==> src/design/lcdlm_pkg.sv <==
// Package for the layer and mode control block of the LCD controller.
// Assumes a single 100 MHz clock domain and an 8-bit command byte stream.
package lcdlm_pkg;
    // Command codes and opcode fields
    localparam logic [7:0] LCDLM_CMD_GHOME    = 8'h42;
    localparam logic [7:0] LCDLM_CMD_GAREA    = 8'h43;
    localparam logic [3:0] LCDLM_NIB_MODESET  = 4'h8;
    localparam logic [3:0] LCDLM_NIB_DISPMODE = 4'h9;
    // Mode-set field positions
    localparam int LCDLM_MS_CGEXT_BIT = 3;
    // Display-mode field positions
    localparam int LCDLM_DM_GFX_BIT   = 3;
    localparam int LCDLM_DM_TXT_BIT   = 2;
    localparam int LCDLM_DM_CUR_BIT   = 1;
    localparam int LCDLM_DM_BLK_BIT   = 0;
    // Combine codes in the low three bits
    localparam logic [2:0] LCDLM_CMB_OR   = 3'h0;
    localparam logic [2:0] LCDLM_CMB_XOR  = 3'h1;
    localparam logic [2:0] LCDLM_CMB_AND  = 3'h3;
    localparam logic [2:0] LCDLM_CMB_ATTR = 3'h4;
    // Attribute low nibble codes
    localparam logic [3:0] LCDLM_AT_NORM   = 4'h0;
    localparam logic [3:0] LCDLM_AT_REV    = 4'h5;
    localparam logic [3:0] LCDLM_AT_INH    = 4'h3;
    localparam logic [3:0] LCDLM_AT_BNORM  = 4'h8;
    localparam logic [3:0] LCDLM_AT_BREV   = 4'hD;
    localparam logic [3:0] LCDLM_AT_BINH   = 4'hB;
    // Reset values
    localparam logic [15:0] LCDLM_GHOME_RST = 16'h0000;
    localparam logic [7:0]  LCDLM_GAREA_RST = 8'h00;
    localparam logic [3:0]  LCDLM_DMODE_RST = 4'h0;
    localparam logic [3:0]  LCDLM_MSET_RST  = 4'h0;
    // Frames per blink half period
    localparam int LCDLM_BLINK_FRAMES = 16;
    // Command sequencer states
    typedef enum logic [1:0] {
        LCDLM_IDLE, LCDLM_OP1, LCDLM_OP2
    } lcdlm_state_type;
endpackage

==> src/design/lcdlm_blink_div.sv <==
// Frame-count divider giving the shared blink phase.
// Assumes frame_tick is a one-cycle pulse once per frame.
`timescale 1ns/1ps
module lcdlm_blink_div
    import lcdlm_pkg::*;
#(
    parameter int FRAMES = LCDLM_BLINK_FRAMES
) (
    input  wire logic mclk,
    input  wire logic rst_b,
    input  wire logic frame_tick,
    output logic      blink_phase
);
    logic [7:0] cnt_r;

    // Count frames, flip the phase each period
    always_ff @(posedge mclk or negedge rst_b) begin
        if (!rst_b) begin
            cnt_r       <= 8'h00;
            blink_phase <= 1'b0;
        end else if (frame_tick) begin
            if (cnt_r == 8'(FRAMES - 1)) begin
                cnt_r       <= 8'h00;
                blink_phase <= ~blink_phase;
            end else begin
                cnt_r <= cnt_r + 8'h01;
            end
        end
    end
endmodule

==> src/design/lcdlm_core.sv <==
// Layer composition control: graphic home/area, mode decode, attributes.
// Assumes command bytes arrive as one-cycle strobes from the host port
// logic, and that the scan engine supplies row/column and fetched bytes.
`timescale 1ns/1ps
// Functional notes
// - Hold a 16-bit graphic home pointer for the top-left byte.
// - Graphic fetch address is home plus row times area plus column.
// - Column count from two pins, line count from four pins.
// - Area sets shown columns and row pitch; column count bounds it.
// - Each graphic column is one byte shown as eight dots.
// - Decoded modes persist until the next mode command.
// - Mode-set low bits pick OR, XOR, AND or text attribute.
// - Mode-set bit 3 selects internal or external character source.
// - Internal mode: codes below 80 from ROM, others external.
// - Attribute mode hides graphics; graphic bytes become attributes.
// - Attribute N sits N bytes after graphic home; host loads them.
// - Low attribute nibble decodes normal, reverse, inhibit, blink forms.
// - Display-mode 1001: bits graphic, text, cursor, cursor blink.
// - Display-mode with zero low bits blanks the whole output.
// - Command 42 loads home low/high; 43 loads area then zero.
module lcdlm_core
    import lcdlm_pkg::*;
(
    input  wire logic        mclk,
    input  wire logic        rst_b,
    input  wire logic        cmd_stb,
    input  wire logic        cmd_is_cmd,
    input  wire logic [7:0]  cmd_byte,
    input  wire logic        column_select_pin_a,
    input  wire logic        column_select_pin_b,
    input  wire logic        line_select_pin_s,
    input  wire logic        line_select_pin_0,
    input  wire logic        line_select_pin_1,
    input  wire logic        dual_scan_pin,
    input  wire logic        frame_tick,
    input  wire logic [5:0]  scan_row,
    input  wire logic [6:0]  scan_col,
    input  wire logic [7:0]  char_code,
    input  wire logic [7:0]  text_row_byte,
    input  wire logic [7:0]  gfx_byte,
    input  wire logic        cursor_here,
    input  wire logic        pix_stb,
    output logic [15:0] gfx_fetch_addr,
    output logic        col_visible,
    output logic [6:0]  hardware_column_count,
    output logic [5:0]  hardware_line_count,
    output logic        font_from_rom,
    output logic [15:0] graphic_home_value,
    output logic [7:0]  graphic_area_value,
    output logic [2:0]  combine_mode,
    output logic        attr_mode,
    output logic        cg_external,
    output logic        gfx_on,
    output logic        text_on,
    output logic        cursor_on,
    output logic        cursor_blink,
    output logic        display_blank,
    output logic [7:0]  pixel_byte
);
    lcdlm_state_type state_r;
    logic [7:0]      op1_r;
    logic            is_ghome_r;
    logic            blink_phase;
    logic [15:0]     addr_nxt;
    logic [7:0]      txt_eff;
    logic [7:0]      gfx_eff;
    logic [7:0]      mix;
    logic            inhibit;
    logic            reverse;
    logic            blink;

    // Attribute decode, used by the pixel path only
    function automatic logic [2:0] attr_dec(input logic [7:0] a);
        // Returns {blink, reverse, inhibit}; upper nibble ignored
        unique case (a[3:0])
            LCDLM_AT_NORM:  attr_dec = 3'b000;
            LCDLM_AT_REV:   attr_dec = 3'b010;
            LCDLM_AT_INH:   attr_dec = 3'b001;
            LCDLM_AT_BNORM: attr_dec = 3'b100;
            LCDLM_AT_BREV:  attr_dec = 3'b110;
            LCDLM_AT_BINH:  attr_dec = 3'b101;
            default:        attr_dec = 3'b000;
        endcase
    endfunction

    always_comb begin
        unique case ({column_select_pin_b, column_select_pin_a})
            2'b11:   hardware_column_count = 7'd32;
            2'b10:   hardware_column_count = 7'd40;
            2'b01:   hardware_column_count = 7'd64;
            default: hardware_column_count = 7'd80;
        endcase
        // Lines: 4..32 in steps of 4 single scan, 2..16 in steps of 2 when dual scan
        hardware_line_count = dual_scan_pin
            ? {2'b00, line_select_pin_s, ~line_select_pin_1,
               ~line_select_pin_0, 1'b0} + 6'd2
            : {1'b0, line_select_pin_s, ~line_select_pin_1,
               ~line_select_pin_0, 2'b00} + 6'd4;
    end

    always_ff @(posedge mclk or negedge rst_b) begin
        if (!rst_b) begin
            state_r    <= LCDLM_IDLE;
            op1_r      <= 8'h00;
            is_ghome_r <= 1'b0;
        end else if (cmd_stb) begin
            unique case (state_r)
                LCDLM_IDLE: begin
                    if (cmd_is_cmd && (cmd_byte == LCDLM_CMD_GHOME ||
                                       cmd_byte == LCDLM_CMD_GAREA)) begin
                        state_r    <= LCDLM_OP1;
                        is_ghome_r <= (cmd_byte == LCDLM_CMD_GHOME);
                    end
                end
                LCDLM_OP1: begin
                    op1_r   <= cmd_byte;
                    state_r <= LCDLM_OP2;
                end
                LCDLM_OP2: state_r <= LCDLM_IDLE;
            endcase
        end
    end

    // home pointer and area loaded on second operand
    always_ff @(posedge mclk or negedge rst_b) begin
        if (!rst_b) begin
            graphic_home_value <= LCDLM_GHOME_RST;
            graphic_area_value <= LCDLM_GAREA_RST;
        end else if (cmd_stb && state_r == LCDLM_OP2) begin
            if (is_ghome_r)
                graphic_home_value <= {cmd_byte, op1_r};
            else
                graphic_area_value <= op1_r;
        end
    end

    // mode-set decode held until next mode-set
    always_ff @(posedge mclk or negedge rst_b) begin
        if (!rst_b) begin
            combine_mode <= LCDLM_MSET_RST[2:0];
            cg_external  <= LCDLM_MSET_RST[3];
        end else if (cmd_stb && cmd_is_cmd && state_r == LCDLM_IDLE &&
                     cmd_byte[7:4] == LCDLM_NIB_MODESET) begin
            combine_mode <= cmd_byte[2:0];
            cg_external  <= cmd_byte[LCDLM_MS_CGEXT_BIT];
        end
    end
    assign attr_mode = (combine_mode == LCDLM_CMB_ATTR);

    // display-mode flags held until next display-mode
    always_ff @(posedge mclk or negedge rst_b) begin
        if (!rst_b) begin
            {gfx_on, text_on, cursor_on, cursor_blink} <= LCDLM_DMODE_RST;
        end else if (cmd_stb && cmd_is_cmd && state_r == LCDLM_IDLE &&
                     cmd_byte[7:4] == LCDLM_NIB_DISPMODE) begin
            gfx_on       <= cmd_byte[LCDLM_DM_GFX_BIT];
            text_on      <= cmd_byte[LCDLM_DM_TXT_BIT];
            cursor_on    <= cmd_byte[LCDLM_DM_CUR_BIT];
            cursor_blink <= cmd_byte[LCDLM_DM_BLK_BIT];
        end
    end
    assign display_blank = ~(gfx_on | text_on | cursor_on | cursor_blink);

    // fetch address; area gives row pitch; same in attr
    always_comb begin
        addr_nxt = graphic_home_value
                 + 16'(scan_row) * 16'(graphic_area_value)
                 + {9'h000, scan_col};
    end
    always_ff @(posedge mclk or negedge rst_b) begin
        if (!rst_b) begin
            gfx_fetch_addr <= 16'h0000;
            col_visible    <= 1'b0;
        end else begin
            gfx_fetch_addr <= addr_nxt;
            // shown columns bounded by hardware count
            col_visible <= ({1'b0, scan_col} < graphic_area_value)
                        && (scan_col < hardware_column_count);
        end
    end

    // internal mode sends high codes to external font memory
    assign font_from_rom = ~cg_external & ~char_code[7];

    lcdlm_blink_div #(
        .FRAMES (LCDLM_BLINK_FRAMES)
    ) u_blink (
        .mclk        (mclk),
        .rst_b       (rst_b),
        .frame_tick  (frame_tick),
        .blink_phase (blink_phase)
    );

    always_comb begin
        {blink, reverse, inhibit} = attr_mode ? attr_dec(gfx_byte) : 3'b000;
    end

    // bitwise combine of text and graphic bytes
    always_comb begin
        txt_eff = text_on ? text_row_byte : 8'h00;
        gfx_eff = (gfx_on && !attr_mode) ? gfx_byte : 8'h00;
        unique case (combine_mode)
            LCDLM_CMB_XOR: mix = txt_eff ^ gfx_eff;
            LCDLM_CMB_AND: mix = txt_eff & gfx_eff;
            default:       mix = txt_eff | gfx_eff;
        endcase
        if (attr_mode) begin
            // No text layer means nothing to show, reversed or not
            mix = (inhibit || !text_on) ? 8'h00 : (reverse ? ~txt_eff : txt_eff);
            if (blink && blink_phase)
                mix = 8'h00;
        end
        if (cursor_here && cursor_on && !(cursor_blink && blink_phase))
            mix = 8'hFF;
        if (display_blank)
            mix = 8'h00;
    end

    // one byte out as eight dots
    always_ff @(posedge mclk or negedge rst_b) begin
        if (!rst_b)
            pixel_byte <= 8'h00;
        else if (pix_stb)
            pixel_byte <= mix;
    end

    // Assertions
    property p_home_load;
        @(posedge mclk) disable iff (!rst_b)
        (cmd_stb && state_r == LCDLM_OP2 && is_ghome_r) |=>
            graphic_home_value == {$past(cmd_byte), $past(op1_r)};
    endproperty
    a_home_load: assert property (p_home_load)
        else $error("home pointer load wrong");
    property p_addr;
        @(posedge mclk) disable iff (!rst_b)
        1 |=> gfx_fetch_addr == $past(graphic_home_value)
              + 16'($past(scan_row)) * 16'($past(graphic_area_value))
              + {9'h000, $past(scan_col)};
    endproperty
    a_addr: assert property (p_addr)
        else $error("fetch address wrong");
    property p_cols;
        @(posedge mclk) disable iff (!rst_b)
        (column_select_pin_a && column_select_pin_b) |->
            hardware_column_count == 7'd32;
    endproperty
    a_cols: assert property (p_cols)
        else $error("column count wrong");
    property p_vis;
        @(posedge mclk) disable iff (!rst_b)
        ({1'b0, scan_col} >= graphic_area_value) |=> !col_visible;
    endproperty
    a_vis: assert property (p_vis)
        else $error("column past area visible");
    property p_persist;
        @(posedge mclk) disable iff (!rst_b)
        !(cmd_stb && cmd_is_cmd) |=> $stable(combine_mode) && $stable(gfx_on);
    endproperty
    a_persist: assert property (p_persist)
        else $error("mode changed without command");
    property p_modeset;
        @(posedge mclk) disable iff (!rst_b)
        (cmd_stb && cmd_is_cmd && state_r == LCDLM_IDLE &&
         cmd_byte == 8'h8C) |=> attr_mode && cg_external;
    endproperty
    a_modeset: assert property (p_modeset)
        else $error("mode-set decode wrong");
    property p_rom;
        @(posedge mclk) disable iff (!rst_b)
        char_code[7] |-> !font_from_rom;
    endproperty
    a_rom: assert property (p_rom)
        else $error("high code from rom");
    property p_attr_gfx;
        @(posedge mclk) disable iff (!rst_b)
        (pix_stb && attr_mode && !text_on && !cursor_here) |=>
            pixel_byte == 8'h00;
    endproperty
    a_attr_gfx: assert property (p_attr_gfx)
        else $error("graphic shown in attribute mode");
    property p_inh;
        @(posedge mclk) disable iff (!rst_b)
        (pix_stb && attr_mode && gfx_byte[3:0] == 4'h3 && !cursor_here)
            |=> pixel_byte == 8'h00;
    endproperty
    a_inh: assert property (p_inh)
        else $error("inhibit not applied");
    property p_blank;
        @(posedge mclk) disable iff (!rst_b)
        (pix_stb && display_blank) |=> pixel_byte == 8'h00;
    endproperty
    a_blank: assert property (p_blank)
        else $error("blank display drove pixels");
    property p_xor;
        @(posedge mclk) disable iff (!rst_b)
        (pix_stb && combine_mode == LCDLM_CMB_XOR && text_on && gfx_on &&
         !cursor_here) |=> pixel_byte == $past(text_row_byte ^ gfx_byte);
    endproperty
    a_xor: assert property (p_xor)
        else $error("xor combine wrong");
    c_home: cover property (@(posedge mclk) disable iff (!rst_b)
        cmd_stb && state_r == LCDLM_OP2 && is_ghome_r);
    c_attr: cover property (@(posedge mclk) disable iff (!rst_b)
        attr_mode && text_on && gfx_on && pix_stb);
    c_blink: cover property (@(posedge mclk) disable iff (!rst_b)
        $rose(blink_phase));
endmodule

==> config.mk <==
export PLATFORM = sky130hd
export DESIGN_NAME = lcdlm_core
export DESIGN_NICKNAME = d
export VERILOG_FILES = /design/src/design/lcdlm_pkg.sv /design/src/design/lcdlm_blink_div.sv /design/src/design/lcdlm_core.sv
export SDC_FILE = /design/constraint.sdc
export NUM_CORES = 1
export LEC_CHECK = 0
export BUFFER_PORTS_ARGS = -buffer_cell sky130_fd_sc_hd__buf_2
export CAP_MARGIN = 15
export CORE_MARGIN = 5
export CORE_UTILIZATION = 30
export DETAILED_ROUTE_END_ITERATION = 12
export SYNTH_ARGS = -nofsm -noshare
export SYNTH_HDL_FRONTEND = slang
export SYNTH_SLANG_ARGS = --single-unit
==> constraint.sdc <==
create_clock -name mclk -period 5.66 [get_ports mclk]
set_input_delay 0.566 -clock mclk [delete_from_list [all_inputs] [get_ports mclk]]
set_output_delay 0.566 -clock mclk [all_outputs]
set_load 0.02 [all_outputs]
# [After elaboration in Yosys (flattened, before gate mapping)]
# Index checks and enable logic that the tools add are counted.
[totals] reg_bits=77 out_inout_bits=73 input_bits=58 elab_cells=98
[op_classes] mux=16 eq_ne=19 addsub=5 bitwise_logic=15 n_reduce_logical=24 magnitude_cmp=2 multipliers=1
[ops] cell="8-bit 2-to-1 mux" count=9
[ops] cell="7-bit one-hot mux with 3 select lines" count=1
[ops] cell="4-bit equality test, second input constant" count=5
[ops] cell="16-bit by 14-bit adder with 16-bit output" count=1
[ops] cell="16-bit by 7-bit adder with 16-bit output" count=1
[ops] cell="8-bit by 7-bit equality test with 1-bit output, second input constant" count=2
[ops] cell="8-bit one-hot mux with 2 select lines" count=1
[ops] cell="3-bit one-hot mux with 5 select lines" count=1
[ops] cell="6-bit by 8-bit multiplier with 14-bit output" count=1
[ops] cell="1-bit logical AND" count=12
[ops] cell="2-bit AND reduction" count=5
[ops] cell="8-bit by 1-bit adder with 8-bit output, second input constant" count=1
[ops] cell="8-bit bitwise AND" count=1
[ops] cell="8-bit by 4-bit equality test with 1-bit output, second input constant" count=1
[ops] cell="7-bit by 8-bit < comparator with 1-bit output" count=1
[ops] cell="8-bit inverter" count=1
[ops] cell="8-bit bitwise OR" count=1
[ops] cell="8-bit bitwise XOR" count=1
[ops] cell="7-bit < comparator" count=1
[ops] cell="1-bit inverter" count=7
[ops] cell="5-bit by 3-bit adder with 6-bit output, second input constant" count=1
[ops] cell="2-bit equality test, second input constant" count=3
[ops] cell="6-bit 2-to-1 mux" count=1
[ops] cell="2-bit one-hot mux with 3 select lines" count=1
[ops] cell="other kinds (16)" count=22

# [Logic depth before layout (Yosys ltp)]
# Gate-level depths: netlist (run 1).
[logic_depth] word_depth=9 depth_mapped=17 mapped_depth_nobuf=17

# [Modules after synthesis]
# A second synthesis (run 1) with hierarchy kept.
[unflattened] cells_unflattened=606 hier_area_um2=6187.2
[by_module_without_submodules] mod="lcdlm_core" seq_area_each_um2=1701.6 n_inst=1 area_per_inst_um2=5790.6 cells_per_inst=571
[by_module_without_submodules] mod="lcdlm_blink_div" seq_area_each_um2=225.2 n_inst=1 area_per_inst_um2=396.6 cells_per_inst=35

# [Worst setup path before layout (run 1)]
# Ideal clock, no wire load.
[synth_timing] path_type="input-to-reg" start="input port scan_row[2]" end="register gfx_fetch_addr[10]" path_stages=15 n_path_buf=0 setup_time_ns=0.131 arrival_ns=4.068 setup_slack_ns=1.461 cell_sequence="and2_1 -> fa_1 -> inv_1 -> fa_1 -> inv_1 -> fa_1 -> inv_1 -> fa_1 -> inv_1 -> ha_1 -> o211ai_1 -> a21oi_1 -> a211oi_1 -> o21ai_0 -> xor2_1"
[synth_via] elab_chain_cells=3
[synth_lines] item="start: declaration" line_no="lcdlm_core.sv:36" rtl="input wire logic [5:0] scan_row,"
[synth_lines] item="6-bit by 8-bit multiplier with 14-bit output" line_no="lcdlm_core.sv:167" rtl="+ 16'(scan_row) * 16'(graphic_area_value)"
[synth_lines] item="16-bit by 14-bit adder with 16-bit output" line_no="lcdlm_core.sv:167"
[synth_lines] item="16-bit by 7-bit adder with 16-bit output" line_no="lcdlm_core.sv:168" rtl="+ {9'h000, scan_col};"
[synth_lines] item="named net addr_nxt[10]" line_no="lcdlm_core.sv:64" rtl="logic [15:0] addr_nxt;"
[synth_lines] item="end signal: assignment" line_no="lcdlm_core.sv:175" rtl="gfx_fetch_addr <= addr_nxt;"
[synth_lines] item="end: declaration" line_no="lcdlm_core.sv:43" rtl="output logic [15:0] gfx_fetch_addr,"
# The timed path passes the listed nets, and every way through them passes these cells.
# A chain may end at the register's enable or synchronous reset.

# [Worst setup path in the final report (run 1)]
[layout_timing] start="register graphic_area_value[2]" end="register gfx_fetch_addr[14]"
[layout_via] elab_chain_cells=3
[layout_lines] item="start: declaration" line_no="lcdlm_core.sv:49" rtl="output logic [7:0] graphic_area_value,"
[layout_lines] item="start signal: assignment" line_no="lcdlm_core.sv:133" rtl="graphic_area_value <= op1_r;"
[layout_lines] item="6-bit by 8-bit multiplier with 14-bit output" line_no="lcdlm_core.sv:167"
[layout_lines] item="16-bit by 14-bit adder with 16-bit output" line_no="lcdlm_core.sv:167"
[layout_lines] item="16-bit by 7-bit adder with 16-bit output" line_no="lcdlm_core.sv:168"
[layout_lines] item="named net addr_nxt[14]" line_no="lcdlm_core.sv:64"
# The timed path passes the listed nets, and every way through them passes these cells.

==> flow_summary.toml, run 1 <==
[power_and_ir_drop]
power.leakage_nw = 4.01
total_power_w = 0.00452
ir_drop_mv = 0.497
p_per_area_mw_per_mm2 = 617

[detailed_routing]
drc = 0
wirelength_microns = 14600
routed_via_density = 4.56
drt_pass1_iterations = 4
ant_nets = 0
wl_per_cell_microns = 14.5
vias = 4579
drtIter0Drc = 177

[synthesis]
yosysSeqAreaShare_pct = 31.2
synth_edf_count = 0
ys_types = 48
synthesis.area_sq_mm = 0.00617
synth_top_area_share_pct = 31.2
ys_async_sr_fraction_pct = 100
synth_seq_cells = 77
netlist.top_cell.by_area = "dfrtp_1"
ys_warn_count = 0
synth_cells = 609
avgSynthCellArea_sq_um = 10.1
yosys-top-cells-area = "dfrtp_1 31%, fa_1 14%, ha_1 14%, mux2_2 9.3%, inv_1 7.1%"
synthFlopType = "dfrtp_1"

[cts]
hold_buffers = 0
numCtsBuffers = 9
root_buffer = "clkbuf_16"
post_cts_buffers = 0
tritoncts = "done"
clkLatencyLatePin_ps = 340
clock_path_buffers = 2
cts_resized = 0
h-tree-depth = 3
clkSinkCount = 77
path_clk_slew_ps = 70

[sta]
clock.fmax_ghz = 0.225
worstMarginPinSlew_ps = 1000
fin_crit_sh_pct = 78.4
finalSetupTns_ps = 0
hold_violations = 0
setup_viol = 0
grt_setup_unrepaired = "no"
min_period_ps = 4440
whs_ps = 386
drv_slew = 0
fin_skew_ps = 8.50
relSlewSlack_pct = 33.2
worst_slack_ps = 1220

[setup_path]
critPathKind = "reg -> reg"
critPathMaxFanout = 9
worstPathArrival_ps = 4660
worstSetupEndpointType = "flip-flop"
required_ps = 5880
r2r_start = "graphic_area_value[2]$_DFFE_PN0P_"
worstSetupStartpointType = "flip-flop"
crit_start = "graphic_area_value[2]$_DFFE_PN0P_"

[global_routing]
overflow = 0
grt_antenna_before_repair = 2
grt_pass1_wl_microns = 24100
grt_pass1_vias = 4532
grt_max_degree = 78
grt_usage_pct = 12.6

[cells_and_area]
design_area_sq_mm = 0.00732
drive_above_1_share_pct = 26.0
fill_cells = 2040
area_growth_pct = 18.6
finalNetCount = 897
diodes = 0

[floorplan]
std_cell_rows = 52
core_sq_mm = 0.0202
boundaryPins = 131
initial_utilization_pct = 30.5
chipWidth_microns = 153
die_y_microns = 153
die-area_sq_mm = 0.0235

[run_status]
run_status = "complete, no violations"

[placement]
place_hpwl_microns = 11600
place_ws_ps = 1070
gp_congestion = 0.792
io_buffer_count = 119
dpl_cell_area_sq_mm = 0.00704

[worst_hold_path]
worstHoldPathType = "in -> async"

[job]
drv_cap = 0
[routing by layer]
metal	track usage, %	share of wire, %
met1	17.0	45
met2	20.4	47
met3	2.60	5.9
met4	4.12	1.8
met5	0	0.14
[synthesized netlist by cell type (all sizes together) (2+ instances only)]
cell and instances:
inv 117, dfrtp 77, ha 67, nand2 56, mux2 51, fa 42
and2 28, a21oi 23, nor2 19, xnor2 19, o21ai 17, xor2 11
buf 10, o211ai 10, o211a 8, a21o 5, nand3 5, a211o 4
nand2b 4, nand4 4, nand4b 4, a211oi 2, a31oi 2, clkbuf 2
nor2b 2, nor3 2
[report_power, final]
part           switching (W)  internal (W)  leakage [nW]
registers           0.000204      0.000778         0.983
clock network       0.000250      0.000302         0.137
logic                0.00170       0.00128          2.89
[through the flow]
step	cells	util [%]
finish	1005	36.2
global route	1005	36.2
CTS	1005	36.2
detailed placement	989	34.8
global placement	989	34.8
floorplan	612	-
[path summary, 6_finish.rpt]
check	cells after the start	to	slack, ps
setup reg to reg	12	gfx_fetch_addr[14]$_DFF_PN0_	1220
hold / removal	1	gfx_fetch_addr[13]$_DFF_PN0_	390
setup / recovery	12	gfx_fetch_addr[14]$_DFF_PN0_	1220
hold reg to reg	1	u_blink.cnt_r[7]$_DFFE_PN0P_	460
min in group mclk	1	u_blink.cnt_r[7]$_DFFE_PN0P_	460
max in group asynchronous	1	gfx_fetch_addr[0]$_DFF_PN0_	4630
[cell usage in the layout (no fill, tap or decap), types with 11 or more instances in the layout]
| cell | synthesis | final |
|---|---|---|
| nor2_1 | 19 | 19 |
| inv_1 | 117 | 117 |
| nand2_1 | 56 | 56 |
| xor2_1 | 11 | 11 |
| xnor2_1 | 19 | 19 |
| dfrtp_1 | 77 | 77 |
| a21oi_1 | 22 | 22 |
| o21ai_0 | 17 | 17 |
| mux2_2 | 51 | 51 |
| and2_1 | 28 | 28 |
| fa_1 | 42 | 42 |
| ha_1 | 67 | 67 |
| buf_2 | 4 | 118 |
[sequential cells by signal (all words and copies together) (netlist names), 2 cells and up]
name                cells
graphic_area_value      8
u_blink.cnt_r           8
state_r                 2
pixel_byte              8
gfx_fetch_addr         16
op1_r                   8
combine_mode            3
graphic_home_value     16
[layout make-up]
class	count	area [sq um]	area share, %
clock buffers	9	225	3.08
clock inverters	7	56.3	0.769
inverters	117	439	6.00
multi-input cells	405	3730	50.9
flip-flops and latches	77	1930	26.3
well taps	270	338	4.62
repair buffers	120	606	8.28
[critical path, cell delays in order (launching register included)]
cell	delay, ps
dfrtp_1	500
and2_1	240
fa_1	500
fa_1	520
fa_1	540
inv_1	50
fa_1	520
inv_1	40
ha_1	360
a2111o_1	380
o21ai_0	330
a311oi_1	170
xor2_1	170
[cell families (layout without fill, tap and decap cells)]
logic type                 count (synthesis)  count (layout)  share of synthesized area, %
buffers and inverters                    130             253                          8.56
other                                      1               4                        0.0608
AOI/OAI and AO/OA                         76              76                          8.15
and+or+nand+nor                          134             134                          11.1
DFF                                       77              77                          31.2
xor gates and xnor gates                  30              30                          4.26
muxes                                     52              52                          9.47
adders and majority gates                109             109                          27.2
No activity file was read; power rests on OpenSTA's default activity.
==> inputs of run 2 (changes only) <==
==> constraint.sdc (replaced) <==
create_clock -name mclk -period 4.32 [get_ports mclk]
set_input_delay 0.432 -clock mclk [delete_from_list [all_inputs] [get_ports mclk]]
set_output_delay 0.432 -clock mclk [all_outputs]
set_load 0.02 [all_outputs]
==> flow_summary.toml, run 2 (same netlist as run 1, synthesis figures left out) <==
[run_status]
run_status = "complete, no violations"

[setup_path]
worstPathArrival_ps = 4450
critPathKind = "reg -> reg"
required_ps = 4580
crit_path_frequent_cell = "fa_1"
cp_cell_sequence = "buf_4 > and2_1 > fa_1 > fa_1 > fa_1 > inv_1 > fa_1 > inv_1 > ha_4 > a211o_1 > o21a_2 > a211o_1 > o211ai_1"
r2r_cells = 13
r2r_start = "graphic_area_value[3]$_DFFE_PN0P_"
cp_top_family = "adder cells"
crit_slowest_cell = "fa_1"
worstSetupStartpointType = "flip-flop"
worstSetupEndpointType = "flip-flop"
critical_path_buf_inv_count = 3
regToRegSetupSlack_ps = 120
r2r_end = "gfx_fetch_addr[15]$_DFF_PN0_"
critPathMaxFanout = 5
slowest_delay_ps = 560

[cells_and_area]
final_common_cell = "buf_2"
post-route-util_pct = 37.7
area_growth_pct = 23.8
final_cell_mix = "118 x buf_2, 116 x inv_1, 74 x dfrtp_1, 65 x ha_1, 56 x nand2_1"
top_regs = "gfx_fetch_addr (16), graphic_home_value (16)"
final_cell_count_no_fill = 1038
finalNetCount = 929
drive_above_1_share_pct = 31.0

[placement]
placed_cells_incl_taps = 1019
gp_congestion = 0.811
place_hpwl_microns = 11800
io_buffer_count = 119

[power_and_ir_drop]
p_clk_share_pct = 10.9
p_int_w = 0.00368
total_power_w = 0.00674
power.leakage_nw = 4.18
power_switching_w = 0.00305
ir_drop_mv = 0.766
p_per_area_mw_per_mm2 = 882
p_sw_share_pct = 45.3
power_frac_comb_pct = 70.8
seqPwrFrac_pct = 18.3

[cts]
clkLatencyLatePin_ps = 340
clkSinkCount = 77
tritoncts = "done"
hold_buffers = 0
clock_path_buffers = 2
root_buffer = "clkbuf_16"
path_clk_slew_ps = 70
h-tree-depth = 3
numCtsBuffers = 9

[worst_hold_path]
worstHoldPathType = "in -> async"

[sta]
min_period_ps = 4200
finalSetupTns_ps = 0
worstMarginPinSlew_ps = 1010
setup_viol = 0
relSlewSlack_pct = 32.6
drv_slew = 0
fin_skew_ps = 9.86
fin_crit_sh_pct = 97.1
hold_violations = 0
clock.fmax_ghz = 0.238
grt_setup_unrepaired = "yes"

[detailed_routing]
drtIter0Drc = 178
routed_via_density = 4.52
wl_per_cell_microns = 14.2
vias = 4687
wirelength_microns = 14700
ant_nets = 0
drt_pass1_iterations = 6
drc = 0

[job]
drv_cap = 0

[floorplan]
std_cell_rows = 52
die_y_microns = 153
chipWidth_microns = 153
initial_utilization_pct = 30.5
core_sq_mm = 0.0202
die-area_sq_mm = 0.0235
boundaryPins = 131

[global_routing]
grt_max_degree = 78
grt_pass1_wl_microns = 24400
grt_usage_pct = 12.8
grt_pass1_vias = 4681
overflow = 0
grt_antenna_before_repair = 3
[run 2: cell count changes in the layout (fill, tap and decap cells not counted), sizes merged]
cell,change
inv,+1
diode,+1
clkinv,-1
buf,+32
[run 2: worst reg2reg max path, cell delays in order (launching register included)]
cell and delay [ps]:
dfrtp_2 440, buf_4 140, and2_1 160, fa_1 550
fa_1 440, fa_1 560, inv_1 60, fa_1 520
inv_1 60, ha_4 250, a211o_1 320, o21a_2 260
a211o_1 290, o211ai_1 70
[run 2: final cells by class]
| class | count | area, sq um |
|---|---|---|
| clock buffers | 9 | 225 |
| clock inverters | 7 | 56.3 |
| multi-input cells | 405 | 3790 |
| fillers | 2064 | 12600 |
| diodes | 1 | 2.50 |
| flip-flops and latches | 77 | 1930 |
| well taps | 270 | 338 |
| repair buffers | 152 | 858 |
| inverters | 117 | 439 |
[run 2: how the worst max path moves through the flow]
stage | endpoint | startpoint | slack [ps] | depth (start not counted)
after floorplan | gfx_fetch_addr[10]$_DFF_PN0_ | graphic_area_value[3]$_DFFE_PN0P_ | 120 | 15
final | gfx_fetch_addr[15]$_DFF_PN0_ | graphic_area_value[3]$_DFFE_PN0P_ | 120 | 13
after detailed placement | gfx_fetch_addr[14]$_DFF_PN0_ | scan_row[2] | -160 | 17
after global routing | gfx_fetch_addr[15]$_DFF_PN0_ | graphic_area_value[1]$_DFFE_PN0P_ | -20 | 14
after CTS | gfx_fetch_addr[14]$_DFF_PN0_ | graphic_area_value[3]$_DFFE_PN0P_ | 10 | 14
after global placement | gfx_fetch_addr[14]$_DFF_PN0_ | scan_row[2] | -140 | 17
[run 2: timing repair]
item | 4_1_cts | 5_1_grt
pin swaps | 0 | 6
resized for setup | 2 | 15
hold endpoints to repair | 0 | 0
endpoints found under the setup margin | 2 | 9
setup buffers | 0 | 2
[run 2: metrics by stage]
step / hold slack (ps) / area, sq um / setup WS [ps]
after floorplan: 136 / 6180 / 123
after global placement: 461 / 7270 / -138
after detailed placement: 462 / 7270 / -162
after CTS: 303 / 7560 / 9.76
after global routing: 359 / 7640 / -16.0
final: 245 / 7640 / 125
[run 2: power groups by stage]
stage | clock network (W) | registers (W) | logic [W]
2_1_floorplan | 0 | 0.00141 | 0.00290
3_3_place_gp | 0 | 0.00124 | 0.00445
3_5_place_dp | 0 | 0.00125 | 0.00450
4_1_cts | 0.000758 | 0.00124 | 0.00456
5_1_grt | 0.000790 | 0.00127 | 0.00545
6_report | 0.000732 | 0.00123 | 0.00477
[run 2: layer usage]
| layer | wire, microns | global-route usage, % | vias up | share of wire [%] |
|---|---|---|---|---|
| met5 | 21 | 0 | - | 0.14 |
| met4 | 261 | 4.54 | 4 | 1.8 |
| met3 | 655 | 2.60 | 18 | 4.4 |
| met2 | 6990 | 20.5 | 82 | 47 |
| met1 | 6810 | 17.2 | 2287 | 46 |
| li1 | - | - | 2296 | - |
==> inputs of run 3 (changes only) <==
--- a/config.mk
+++ b/config.mk
@@ -7,9 +7,13 @@
 export LEC_CHECK = 0
 export BUFFER_PORTS_ARGS = -buffer_cell sky130_fd_sc_hd__buf_2
 export CAP_MARGIN = 15
+export CELL_PAD_IN_SITES_DETAIL_PLACEMENT = 1
+export CELL_PAD_IN_SITES_GLOBAL_PLACEMENT = 1
 export CORE_MARGIN = 5
 export CORE_UTILIZATION = 30
 export DETAILED_ROUTE_END_ITERATION = 12
+export MAX_ROUTING_LAYER = met4
+export PLACE_DENSITY_LB_ADDON = 0.1
 export SYNTH_ARGS = -nofsm -noshare
 export SYNTH_HDL_FRONTEND = slang
 export SYNTH_SLANG_ARGS = --single-unit
==> flow_summary.toml, run 3 (same netlist as run 1, synthesis figures left out) <==
[sta]
fin_crit_sh_pct = 97.5
worstMarginPinSlew_ps = 845
finalSetupTns_ps = 0
setup_viol = 0
fin_skew_ps = 10.1
drv_slew = 0
min_period_ps = 4210
hold_violations = 0
relSlewSlack_pct = 43.5
clock.fmax_ghz = 0.237

[global_routing]
grt_pass1_wl_microns = 28500
gr-max-usage-layer = "met2"
grtUsageMet2_pct = 25.4
overflow = 0
grt_use_met3_pct = 3.34
grt_pass1_vias = 5416
grt_max_degree = 78
grt_antenna_before_repair = 0
grt_usage_pct = 15.4
use_met1_pct = 19.9

[detailed_routing]
wirelength_microns = 17400
drc = 0
ant_nets = 0
routed_via_density = 4.64
vias = 4860
drt_pass1_iterations = 4
drtIter0Drc = 85
wl_per_cell_microns = 16.6

[floorplan]
chipWidth_microns = 153
core_sq_mm = 0.0202
boundaryPins = 131
die_y_microns = 153
die-area_sq_mm = 0.0235
std_cell_rows = 52
initial_utilization_pct = 30.5

[setup_path]
r2r_start = "graphic_area_value[6]$_DFFE_PN0P_"
critPathKind = "reg -> reg"
worstPathArrival_ps = 4440
r2r_end = "gfx_fetch_addr[14]$_DFF_PN0_"
slowest_delay_ps = 550
required_ps = 4550
cp_top_family = "adder cells"
cp_cell_sequence = "buf_4 > and2_1 > fa_1 > fa_1 > inv_1 > fa_1 > fa_1 > inv_1 > ha_2 > a2111o_1 > o21ai_2 > buf_4 > a311oi_2 > xor2_1"
critical_path_buf_inv_count = 4
regToRegSetupSlack_ps = 110
crit_slowest_cell = "fa_1"
critPathMaxFanout = 4
worstSetupStartpointType = "flip-flop"
r2r_cells = 14
crit_path_frequent_cell = "fa_1"
worstSetupEndpointType = "flip-flop"

[cts]
numCtsBuffers = 9
clock_path_buffers = 2
clkSinkCount = 77
path_clk_slew_ps = 70
tritoncts = "done"
h-tree-depth = 3
clkLatencyLatePin_ps = 350
root_buffer = "clkbuf_16"

[worst_hold_path]
worstHoldPathCells = 2
min_to = "graphic_home_value[13]$_DFFE_PN0P_"
holdCritStartpoint = "cmd_byte[5]"
worstHoldPathType = "in -> reg"

[power_and_ir_drop]
ir_drop_mv = 0.571
power.leakage_nw = 4.24
p_per_area_mw_per_mm2 = 948
total_power_w = 0.00738

[placement]
placed_cells_incl_taps = 1026
gp_congestion = 0.823
place_hpwl_microns = 13900
io_buffer_count = 119

[cells_and_area]
fill_cells = 2367
diodes = 0
final_common_cell = "buf_2"
area_growth_pct = 26.1
drive_above_1_share_pct = 33.0
final_cell_count_no_fill = 1048
final_cell_mix = "118 x buf_2, 116 x inv_1, 73 x dfrtp_1, 63 x ha_1, 55 x nand2_1"
top_regs = "gfx_fetch_addr (16), graphic_home_value (16)"
finalNetCount = 940

[run_status]
run_status = "complete, no violations"

[job]
drv_cap = 0
==> run 3: timing repair <==
item | CTS | global route
buffers inserted | 0 | 4
hold buffers | 0 | 1
pin swaps | 3 | 16
endpoints found under the setup margin | 4 | 7
endpoints found under the hold margin | 0 | 14
gates cloned | 0 | 0
gates resized for setup | 5 | 25
==> run 3: worst register-to-register path, delay by kind of cell (launching register included) <==
kind	cells	cell delay, ps
xor gates and xnor gates	1	180
DFF	1	410
and+or+nand+nor	1	170
AOI/OAI and AO/OA	3	690
buffers and inverters	4	380
adders and majority gates	5	2270
==> run 3: worst max path at each step <==
| stage | cells past startpoint | to | start | slack [ps] |
|---|---|---|---|---|
| after floorplan | 15 | gfx_fetch_addr[10]$_DFF_PN0_ | graphic_area_value[3]$_DFFE_PN0P_ | 120 |
| after global placement | 17 | gfx_fetch_addr[14]$_DFF_PN0_ | scan_row[2] | -180 |
| after detailed placement | 17 | gfx_fetch_addr[14]$_DFF_PN0_ | scan_row[2] | -200 |
| after CTS | 16 | gfx_fetch_addr[15]$_DFF_PN0_ | graphic_area_value[3]$_DFFE_PN0P_ | 4 |
| after global routing | 15 | gfx_fetch_addr[14]$_DFF_PN0_ | graphic_area_value[5]$_DFFE_PN0P_ | -30 |
| final | 14 | gfx_fetch_addr[14]$_DFF_PN0_ | graphic_area_value[6]$_DFFE_PN0P_ | 110 |
==> run 3: area by class of cell <==
type | count | area [sq um] | share of cell area [%]
clock buffer | 10 | 239 | 3.07
clock inverter | 6 | 52.6 | 0.675
inverter | 117 | 439 | 5.64
multi-input combinational | 405 | 3830 | 49.2
sequential | 77 | 1930 | 24.8
tap | 270 | 338 | 4.34
timing repair buffer | 163 | 951 | 12.2
==> run 3: report_power, final <==
part | internal [W] | leakage, nW | switching [W] | total (W)
logic | 0.00256 | 3.12 | 0.00282 | 0.00538
registers | 0.00102 | 0.979 | 0.000206 | 0.00123
clock network | 0.000417 | 0.143 | 0.000347 | 0.000764
total | 0.00400 | 4.24 | 0.00338 | 0.00738
==> run 3: stage by stage <==
step           worst slack [ps]  area (sq um)  hold slack [ps]  util, %
2_1_floorplan               123          6180              136        -
3_3_place_gp               -183          7310              457     36.1
3_5_place_dp               -199          7310              472     36.1
4_1_cts                    3.82          7630              300     37.7
5_1_grt                   -26.6          7780              353     38.5
6_report                    106          7780              360     38.5
==> run 3: routing by layer <==
layer  share of wire (%)  wire length (microns)
met1                  45                   7840
met5                   0                      0
met2                  50                   8690
met3                 4.0                    695
met4                0.73                    127
